[config.mk]
export PLATFORM = sky130hd
export DESIGN_NAME = analog_section_adc_control
export DESIGN_NICKNAME = d
export VERILOG_FILES = /design/src/analog_section_pkg.sv /design/src/analog_section_adc_control.sv
export SDC_FILE = /design/constraint.sdc
export NUM_CORES = 1
export LEC_CHECK = 0
export BUFFER_PORTS_ARGS = -buffer_cell sky130_fd_sc_hd__buf_4
export CELL_PAD_IN_SITES_DETAIL_PLACEMENT = 1
export CELL_PAD_IN_SITES_GLOBAL_PLACEMENT = 2
export CORE_MARGIN = 5
export CORE_UTILIZATION = 28
export CTS_CLUSTER_DIAMETER = 120
export DETAILED_ROUTE_END_ITERATION = 7
export GPL_TIMING_DRIVEN = 0
export PLACE_DENSITY_LB_ADDON = 0.1
export RECOVER_POWER = 25
export SETUP_SLACK_MARGIN = 0.15
export SLEW_MARGIN = 5
export SYNTH_ARGS = -nofsm -noshare
export SYNTH_HDL_FRONTEND = slang
export SYNTH_SLANG_ARGS = --single-unit
[constraint.sdc]
create_clock -name clk_i -period 5.5 [get_ports clk_i]
set_input_delay 1.375 -clock clk_i [delete_from_list [all_inputs] [get_ports clk_i]]
set_output_delay 1.375 -clock clk_i [all_outputs]
set_load 0.02 [all_outputs]
[src/analog_section_pkg.sv]
// package: constants and types for the analog section control block
package analog_section_pkg;

  // register byte offsets on the wishbone bus
  localparam logic [3:0] CONV_CTRL_OFS  = 4'h0; // converter_control_register
  localparam logic [3:0] CONV_HIGH_OFS  = 4'h4; // converter_result_high
  localparam logic [3:0] ANALOG_STS_OFS = 4'h8; // analog status / enables
  localparam logic [3:0] SYS_CTRL_OFS   = 4'hc; // analog enable, pll mode, lock select

  // converter control write fields
  localparam int TSAMP_LSB = 6;
  localparam int REF_LSB   = 4;
  localparam int CHAN_LSB  = 0;
  // converter control read fields
  localparam int DONE_BIT  = 7;
  // analog status fields
  localparam int HS_IRQ_EN_BIT = 7;
  localparam int HS_CMP_BIT    = 6;
  localparam int WAIT_CMP_BIT  = 5;
  localparam int REG_ERR_BIT   = 0;
  // system control fields
  localparam int ANA_EN_BIT    = 0;
  localparam int PLL_MODE_LSB  = 1;
  localparam int LOCK_SEL_LSB  = 4;

  // reset values
  localparam logic [7:0] CONV_CTRL_RST = 8'h00;
  localparam logic [7:0] SYS_CTRL_RST  = 8'h00;

  // sample times per sample code and extra conversion time, in converter clocks
  localparam logic [8:0] SAMPLE_CLKS [4] = '{9'd20, 9'd60, 9'd140, 9'd300};
  localparam logic [8:0] EXTRA_CLKS      = 9'd20;
  localparam logic [10:0] ADC_STEPS      = 11'd1024;

  // lock output selection codes
  localparam logic [1:0] LOCK_SEL_OVERLOAD = 2'h1;

  // cpu modes
  typedef enum logic [2:0] {
    MODE_RESET = 3'b001,
    MODE_FAST  = 3'b010,
    MODE_SLOW  = 3'b100
  } cpu_mode_t;

  // converter sequencer states
  typedef enum logic [3:0] {
    ST_IDLE   = 4'b0001,
    ST_DELAY  = 4'b0010,
    ST_SAMPLE = 4'b0100,
    ST_CONV   = 4'b1000
  } conv_state_t;

  // power enables travel together
  typedef struct packed {
    logic ref_gen_on;
    logic regulator_on;
    logic comparators_on;
    logic converter_on;
  } power_t;

  // fields of a conversion request
  typedef struct packed {
    logic [1:0] sample_time_select;
    logic [1:0] reference_select;
    logic [3:0] input_channel_select;
  } conv_req_t;

endpackage

[src/analog_section_adc_control.sv]
// analog section control: power, comparators, converter sequencer, wishbone regs
//
// The placing of the registers and the Wishbone register port were decided locally.
`timescale 1ns/100ps

// Notes on behaviour
// - reference generator on in reset, fast modes; slow modes need enable or pll.
// - regulator enabled only while pll mode field is nonzero.
// - regulator overload latched in error flag; live overload selectable on lock pin.
// - wait comparator shown as flag, interrupt source and hysteresis pin.
// - comparators and converter off after reset; analog enable turns both on outside reset cpu mode.
// - half-supply comparator readable; interrupt only when its enable bit is set.
// - wait interrupt source toggles at io clock while wait below reference.
// - half-supply interrupt source toggles at io clock while pin below threshold.
// - byte 0 write to converter control stores its fields; starts a conversion only while converter is on.
// - sampling starts one converter clock after the starting write completes.
// - end of conversion sets done flag; 8 msbs high register, 2 lsbs control.
// - result is unsigned integer of input over reference multiplied by 1024.
// - exactly one of 16 analog inputs routed by channel select while sampling, none otherwise.
// - total conversion lasts 4, 8, 16 or 32 us by sample time select.
// - write to converter control clears the done flag.
// - sample codes give 20/60/140/300 clocks sampling, total 20 clocks longer.
// - channels 0..7 first analog port, 8..15 second port.
// - reference 0 main, 1 internal, 2 first alternate, 3 second alternate.
module analog_section_adc_control
  import analog_section_pkg::*;
(
  input  wire logic        clk_i,
  input  wire logic        rst_i,
  // wishbone slave
  input  wire logic        cyc_i,
  input  wire logic        stb_i,
  input  wire logic        we_i,
  input  wire logic [3:0]  adr_i,
  input  wire logic [3:0]  sel_i,
  input  wire logic [31:0] dat_i,
  output logic [31:0]      dat_o,
  output logic             ack_o,
  // system side
  input  wire cpu_mode_t   cpu_mode_i,
  input  wire logic        converter_clock_i,  // one-cycle tick per converter clock
  input  wire logic        io_clock_i,         // one-cycle tick per io clock
  // analog side
  input  wire logic        regulator_overload_i,
  input  wire logic        wait_below_ref_i,
  input  wire logic        half_supply_below_i,
  input  wire logic [9:0]  sar_code_i,         // quantised code from the analog core
  output power_t           power_o,
  output conv_req_t        conv_req_o,
  output logic [15:0]      channel_onehot_o,
  output logic [3:0]       reference_onehot_o,
  output logic             input_buffer_select_o,
  output logic             sampling_o,
  output logic             lock_special_output_o,
  output logic             wait_hysteresis_out_o,
  output logic             wait_irq_src_o,
  output logic             half_supply_irq_src_o
);

  ////////////////////////////////////////////////////////////////////////////
  // registers
  logic [7:0]  sys_ctrl_r;
  conv_req_t   conv_req_r;
  logic        input_buffer_select_r;
  logic        half_supply_irq_enable_r;
  logic        regulator_error_flag_r;
  logic        conversion_done_flag_r;
  logic [9:0]  result_r;
  logic        ack_r;
  logic [31:0] dat_r;
  logic        wait_irq_r;
  logic        hs_irq_r;
  conv_state_t state_r;
  conv_state_t state_nxt;
  logic [8:0]  cnt_r;
  logic [8:0]  cnt_nxt;

  ////////////////////////////////////////////////////////////////////////////
  // bus decode
  wire logic       bus_req     = cyc_i & stb_i & ~ack_r;
  wire logic       wr_byte0    = bus_req & we_i & sel_i[0];
  wire logic       hit_ctrl    = (adr_i == CONV_CTRL_OFS);
  wire logic       hit_high    = (adr_i == CONV_HIGH_OFS);
  wire logic       hit_sts     = (adr_i == ANALOG_STS_OFS);
  wire logic       hit_sys     = (adr_i == SYS_CTRL_OFS);
  wire logic       start_wr    = wr_byte0 & hit_ctrl;
  wire logic [7:0] wd          = dat_i[7:0];

  // control fields
  wire logic       analog_enable_bit   = sys_ctrl_r[ANA_EN_BIT];
  wire logic [2:0] pll_mode_field      = sys_ctrl_r[PLL_MODE_LSB +: 3];
  wire logic [1:0] lock_output_select  = sys_ctrl_r[LOCK_SEL_LSB +: 2];
  wire logic       pll_active          = (pll_mode_field != 3'h0);

  ////////////////////////////////////////////////////////////////////////////
  // power activation
  assign power_o.ref_gen_on     = (cpu_mode_i != MODE_SLOW) ? 1'b1
                                  : (analog_enable_bit | pll_active);
  assign power_o.regulator_on   = pll_active & (cpu_mode_i != MODE_RESET);
  assign power_o.comparators_on = analog_enable_bit & (cpu_mode_i != MODE_RESET);
  assign power_o.converter_on   = analog_enable_bit & (cpu_mode_i != MODE_RESET);

  // comparator outputs and lock pin
  assign wait_hysteresis_out_o = wait_below_ref_i & power_o.comparators_on;
  assign lock_special_output_o = (lock_output_select == LOCK_SEL_OVERLOAD)
                                 & regulator_overload_i;
  assign wait_irq_src_o        = wait_irq_r;
  assign half_supply_irq_src_o = hs_irq_r;

  // interrupt sources toggle on each io tick while the condition holds
  always_ff @(posedge clk_i) begin
    if (rst_i) begin
      wait_irq_r <= 1'b0;
      hs_irq_r   <= 1'b0;
    end else begin
      if (io_clock_i && wait_hysteresis_out_o)
        wait_irq_r <= ~wait_irq_r;
      else if (!wait_hysteresis_out_o)
        wait_irq_r <= 1'b0;
      if (io_clock_i && half_supply_below_i && power_o.comparators_on
          && half_supply_irq_enable_r)
        hs_irq_r <= ~hs_irq_r;
      else if (!(half_supply_below_i && half_supply_irq_enable_r))
        hs_irq_r <= 1'b0;
    end
  end

  ////////////////////////////////////////////////////////////////////////////
  // multiplexer and reference decode
  genvar g;
  generate
    for (g = 0; g < 16; g++) begin : g_chan
      assign channel_onehot_o[g] = sampling_o
                                   & (conv_req_r.input_channel_select == 4'(g));
    end
    for (g = 0; g < 4; g++) begin : g_ref
      assign reference_onehot_o[g] = power_o.converter_on
                                     & (conv_req_r.reference_select == 2'(g));
    end
  endgenerate

  assign conv_req_o            = conv_req_r;
  assign input_buffer_select_o = input_buffer_select_r;
  assign sampling_o            = (state_r == ST_SAMPLE);

  ////////////////////////////////////////////////////////////////////////////
  // converter sequencer, counted in converter clock ticks
  wire logic [8:0] samp_len = SAMPLE_CLKS[conv_req_r.sample_time_select];
  wire logic       last     = converter_clock_i & (cnt_r == 9'd1);

  always_comb begin
    state_nxt = state_r;
    cnt_nxt   = cnt_r;
    case (state_r)
      ST_IDLE: begin
        cnt_nxt = 9'd1;
      end
      ST_DELAY: begin
        if (converter_clock_i) begin
          state_nxt = ST_SAMPLE;
          cnt_nxt   = samp_len;
        end
      end
      ST_SAMPLE: begin
        if (converter_clock_i)
          cnt_nxt = cnt_r - 9'd1;
        if (last) begin
          state_nxt = ST_CONV;
          cnt_nxt   = EXTRA_CLKS;
        end
      end
      ST_CONV: begin
        if (converter_clock_i)
          cnt_nxt = cnt_r - 9'd1;
        if (last)
          state_nxt = ST_IDLE;
      end
      default: state_nxt = ST_IDLE;
    endcase
    if (start_wr && power_o.converter_on) begin
      state_nxt = ST_DELAY;
      cnt_nxt   = 9'd1;
    end
    if (!power_o.converter_on)
      state_nxt = ST_IDLE;
  end

  wire logic conv_end = (state_r == ST_CONV) & last & ~start_wr;

  always_ff @(posedge clk_i) begin
    if (rst_i) begin
      state_r <= ST_IDLE;
      cnt_r   <= 9'd0;
    end else begin
      state_r <= state_nxt;
      cnt_r   <= cnt_nxt;
    end
  end

  // result and done flag
  always_ff @(posedge clk_i) begin
    if (rst_i) begin
      conversion_done_flag_r <= 1'b0;
      result_r               <= 10'h000;
    end else if (start_wr) begin
      conversion_done_flag_r <= 1'b0;
    end else if (conv_end) begin
      conversion_done_flag_r <= 1'b1;
      result_r               <= sar_code_i;
    end else if (!power_o.converter_on) begin
      conversion_done_flag_r <= 1'b1; // unpowered converter reads ready
    end
  end

  ////////////////////////////////////////////////////////////////////////////
  // register writes
  always_ff @(posedge clk_i) begin
    if (rst_i) begin
      sys_ctrl_r               <= SYS_CTRL_RST;
      conv_req_r               <= conv_req_t'(CONV_CTRL_RST);
      input_buffer_select_r    <= 1'b0;
      half_supply_irq_enable_r <= 1'b0;
    end else begin
      if (wr_byte0 && hit_sys)
        sys_ctrl_r <= wd;
      if (start_wr)
        conv_req_r <= conv_req_t'(wd);
      if (wr_byte0 && hit_high)
        input_buffer_select_r <= wd[0];
      if (wr_byte0 && hit_sts)
        half_supply_irq_enable_r <= wd[HS_IRQ_EN_BIT];
    end
  end

  // overload latch: set wins over write-one clear
  always_ff @(posedge clk_i) begin
    if (rst_i)
      regulator_error_flag_r <= 1'b0;
    else if (regulator_overload_i && power_o.regulator_on)
      regulator_error_flag_r <= 1'b1;
    else if (wr_byte0 && hit_sts && wd[REG_ERR_BIT])
      regulator_error_flag_r <= 1'b0;
  end

  ////////////////////////////////////////////////////////////////////////////
  // read mux and ack
  wire logic [7:0] rd_ctrl = {conversion_done_flag_r, 5'h00, result_r[1:0]};
  wire logic [7:0] rd_high = result_r[9:2];
  wire logic [7:0] rd_sts  = {half_supply_irq_enable_r,
                              half_supply_below_i & power_o.comparators_on,
                              wait_hysteresis_out_o,
                              4'h0, regulator_error_flag_r};
  wire logic [7:0] rd_byte = hit_ctrl ? rd_ctrl :
                             hit_high ? rd_high :
                             hit_sts  ? rd_sts  :
                             hit_sys  ? sys_ctrl_r : 8'h00;

  always_ff @(posedge clk_i) begin
    if (rst_i) begin
      ack_r <= 1'b0;
      dat_r <= 32'h0000_0000;
    end else begin
      ack_r <= bus_req;
      if (bus_req && !we_i)
        dat_r <= {24'h00_0000, rd_byte};
    end
  end

  assign ack_o = ack_r;
  assign dat_o = dat_r;

  ////////////////////////////////////////////////////////////////////////////
  // assertions
  property p_done_clear;
    @(posedge clk_i) disable iff (rst_i)
      start_wr |=> !conversion_done_flag_r;
  endproperty
  a_done_clear: assert property (p_done_clear) else $error("done not cleared");

  property p_delay_then_sample;
    @(posedge clk_i) disable iff (rst_i)
      (state_r == ST_DELAY && converter_clock_i && !start_wr && power_o.converter_on)
        |=> sampling_o;
  endproperty
  a_delay_then_sample: assert property (p_delay_then_sample) else $error("no sample");

  property p_end_sets;
    @(posedge clk_i) disable iff (rst_i)
      conv_end |=> conversion_done_flag_r && result_r == $past(sar_code_i);
  endproperty
  a_end_sets: assert property (p_end_sets) else $error("result not stored");

  property p_hold;
    @(posedge clk_i) disable iff (rst_i)
      !conv_end |=> $stable(result_r);
  endproperty
  a_hold: assert property (p_hold) else $error("result moved");

  property p_reg;
    @(posedge clk_i) disable iff (rst_i)
      power_o.regulator_on == (pll_active && cpu_mode_i != MODE_RESET);
  endproperty
  a_reg: assert property (p_reg) else $error("regulator enable wrong");

  property p_ref;
    @(posedge clk_i) disable iff (rst_i)
      (cpu_mode_i != MODE_SLOW) |-> power_o.ref_gen_on;
  endproperty
  a_ref: assert property (p_ref) else $error("reference off");

  property p_err;
    @(posedge clk_i) disable iff (rst_i)
      (regulator_overload_i && power_o.regulator_on) |=> regulator_error_flag_r;
  endproperty
  a_err: assert property (p_err) else $error("overload not latched");

  property p_onehot;
    @(posedge clk_i) disable iff (rst_i)
      sampling_o |-> $onehot(channel_onehot_o);
  endproperty
  a_onehot: assert property (p_onehot) else $error("mux not one-hot");

  property p_wait_toggle;
    @(posedge clk_i) disable iff (rst_i)
      (io_clock_i && wait_hysteresis_out_o) |=> wait_irq_src_o != $past(wait_irq_src_o);
  endproperty
  a_wait_toggle: assert property (p_wait_toggle) else $error("wait irq stuck");

  property p_hs_gate;
    @(posedge clk_i) disable iff (rst_i)
      !half_supply_irq_enable_r |=> !half_supply_irq_src_o;
  endproperty
  a_hs_gate: assert property (p_hs_gate) else $error("hs irq ungated");

  // half-supply source must keep toggling while enabled and below threshold
  property p_hs_toggle;
    @(posedge clk_i) disable iff (rst_i)
      (io_clock_i && half_supply_below_i && power_o.comparators_on
       && half_supply_irq_enable_r)
        |=> half_supply_irq_src_o != $past(half_supply_irq_src_o);
  endproperty
  a_hs_toggle: assert property (p_hs_toggle) else $error("hs irq stuck");

  // reset cpu mode keeps comparators and converter unpowered
  property p_off_in_reset;
    @(posedge clk_i) disable iff (rst_i)
      (cpu_mode_i == MODE_RESET) |-> !power_o.comparators_on && !power_o.converter_on;
  endproperty
  a_off_in_reset: assert property (p_off_in_reset) else $error("analog on in reset");

  c_conv: cover property (@(posedge clk_i) disable iff (rst_i) conv_end);
  c_start: cover property (@(posedge clk_i) disable iff (rst_i) start_wr);
  c_err: cover property (@(posedge clk_i) disable iff (rst_i) regulator_error_flag_r);
  c_samp: cover property (@(posedge clk_i) disable iff (rst_i) $rose(sampling_o));

endmodule

==> impl_results.md <==
- Slew headroom: 0.476
- EDFF count, synth: 0
- FF-to-FF setup slack: 3.41 ns
- Max VDD drop: 0.115 mV
- Slew Viols, Final: 0
- Largest net degree at the start of global routing: 16
- Final Skew: 0.00748 ns
- Worst-case reg-to-reg path depth: 5
- Switching part of the total: 0.242
- Synth area leader: dfxtp_1
- Layout cells sized above 1: 0.257
- Startpoint types: input pin
- Row cnt: 38
- Max clock buf depth: 2
- Root buffer cell: clkbuf_8
- Static Leak: 1.64 nW
- Postcts setup bufs: 0
- Average wire per standard cell: around 16 um
- Worst-margin pin slew: between 0.7 and 0.8 ns
- Logic pwr share: 0.122
- Final Hold Fails: 0
- Chip height: 115 um
- Fin nets: about 540
- Worst setup startpoint: cpu_mode_i[2]
- Final worst path period share: 0.749
- Synth top cells by count: dfxtp_1 (54), nor2_1 (47), nand2_1 (41)
- Sequential area share after synthesis: 0.350
- CTS tree: built
- Clock-pin slew on the worst setup and hold paths: 0.10 ns
- Clock Latency Late Sink: 0.30 ns
- ANT nets after route: 0
- Die ar.: approximately 13,000 um2
- Core area: 10,800 um2
- Mux contribution to synthesized area: 0.119
- Worst path arrival time: roughly 2.7 ns
- Starting density of the core: 0.285
- PwrDens: 192 nW/um2
- Chip width: 115 um
- Count leader, synth: dfxtp_1
- CTS sink count: between 50 and 60
- R2r endpoint: conv_req_o[2]
- Sequential share of power: 0.516
- Clock network power share: 0.361
- Cts bufs inserted: 5
- Synth-to-Final Area Change: 28.7%
- Synth top area share: 0.350
- RSZ-0062 raised after global routing: no
- Synth Flop Type: dfxtp_1
- Initial antenna violation count: 0
- Post-synthesis cell count: 360
- First-pass GRT wire length: 16,400 um
- Critical path class: in2out
- Final GP Congestion: 0.756
- Drt first pass iters: 4
- Post-cts sizing count: 0
- Total number of vias: 2,936
- Final instance area: between 3000 and 4000 um2
- Vias in the first global route: 3,111
- Status: completed
- Ant. Diodes: 0
- Minimum clock period: 4.12 ns
- Hold_buf cts: 0
- Synth async-reset ratio: 0
- Initial DRC Count: 110
- Crit path max fanout: 7
- Final Setup Violations: 0
- Global route overflow: 0
- Via/cell ratio: between 4 and 5
- IO Pins: 134
- GR Util All Layers: 0.156
- CP Capture Point: reference_onehot_o[3]
- Adder-cell share of the synthesized area: 0.00809
- Total power draw: around 0.76 mW
- Yosys reg bits: 54
- Max Cap Viol: 0
- Crit. End Element: primary output
- Synth cell types: 64
- Synth top area cells: dfxtp_1 (35%), mux2i_1 (9.4%), buf_4 (6.6%)
- Max H-tree Level: 2
- Setup TNS Final: 0 ns
- Yosys Warn Count: 0
- Drt total wl: roughly 10,000 um
- DP HPWL: ~8100 um
- Placed cell area: 3960 um2
- Worst Hold Class: reg2reg
- Mean area per synthesized cell: 8.59 um2
- Area fraction in compound gates after synthesis: 0.108
- XOR/XNOR Fraction of Synth Area: 0.0198
- # DRC: 0
- Fmax: 0.243 GHz
- Final Core Density: 0.367
- Net Switching: 0.185 mW
- Largest family of logic cells by synthesized area: simple AND/OR/NAND/NOR gates
- Post-synthesis simple-gate area fraction: 0.295
- Worst Path Required: 4.12 ns
- Start of the worst register-to-register path: ack_o
- Synth Cell Area: ~3100 um2
- Internal power: ~0.58 mW
- PortBufs: 80
==> layout by cell type, fill, tap and decap left out, drive strengths merged, types with 9 or more instances in the layout <==
cell and count:
clkbuf 36, dfxtp 54, nand3 15, nor3 11
nor2 47, buf 92, nand2 42, mux2i 29
inv 11, a21oi 9, conb 24
==> per-layer routing <==
metal,part of all wire,track usage,vias to the layer above
li1,-,-,1456
met1,0.45,0.198,1417
met2,0.50,0.272,55
met3,0.037,0.0316,8
met4,0.010,0.0368,0
met5,0,0,-
==> flip-flops by register name, indices dropped and copies added, names as in the netlist <==
| signal | flops |
|---|---|
| ack_o | 1 |
| half_supply_irq_src_o | 1 |
| conversion_done_flag_r | 1 |
| wait_irq_src_o | 1 |
| dat_o | 8 |
| sys_ctrl_r | 8 |
| cnt_r | 9 |
| input_buffer_select_o | 1 |
| regulator_error_flag_r | 1 |
| conv_req_o | 8 |
| state_r | 4 |
| result_r | 10 |
| half_supply_irq_enable_r | 1 |
==> layout make-up <==
class | instances | area [um2]
Fill cell | 1355 | 6860
Timing Repair Buffer | 80 | 526
Buffer | 42 | 265
Multi-Input combinational cell | 276 | 1780
Inverter | 11 | 41.3
Clock buffer | 6 | 82.6
Sequential cell | 54 | 1080
Tap cell | 140 | 175
Clock inverter | 1 | 30.0
==> logic make-up after synthesis <==
logic type | after synthesis
AO/OA/AOI/OAI | 45
AND/OR/NAND/NOR | 164
adder cells (fa/ha/maj) | 2
flip-flops | 54
buffers and inverters | 53
other | 1
XOR/XNOR | 7
multiplexers | 34
==> power groups by stage <==
stage | clock, mW | sequential, mW | combinational (mW)
floorplan | 0 | 0.403 | 0.0578
global placement | 0 | 0.403 | 0.0939
detailed placement | 0 | 0.403 | 0.0943
CTS | 0.289 | 0.394 | 0.0945
global route | 0.300 | 0.394 | 0.102
finish | 0.276 | 0.394 | 0.0932
==> through the flow <==
stage               hold WS [ns]  setup slack (ns)  std cells
detailed placement         0.446              1.36        603
CTS                        0.458              1.36        610
floorplan                  0.424              1.66        383
global placement           0.447              1.37        603
global route               0.482              1.29        610
finish                     0.450              1.38        610
==> how the worst min path moves through the flow <==
stage                              from                    end  slack (ns)  depth (start not counted)
6_report       half_supply_irq_enable_r  half_supply_irq_src_o        0.45                          2
5_1_grt        half_supply_irq_enable_r  half_supply_irq_src_o        0.48                          2
4_1_cts        half_supply_irq_enable_r  half_supply_irq_src_o        0.46                          2
3_5_place_dp                   dat_o[2]               dat_o[2]        0.45                          2
3_3_place_gp                result_r[3]            result_r[3]        0.45                          2
2_1_floorplan  half_supply_irq_enable_r  half_supply_irq_src_o        0.42                          2
==> worst max-delay path, cell delays in order <==
cell     delay [ns]
buf_4          0.11
or3b_2         0.52
nand2_1        0.26
inv_1          0.13
and3_1         0.19
buf_4          0.15
No activity file was read; power rests on OpenSTA's default activity.
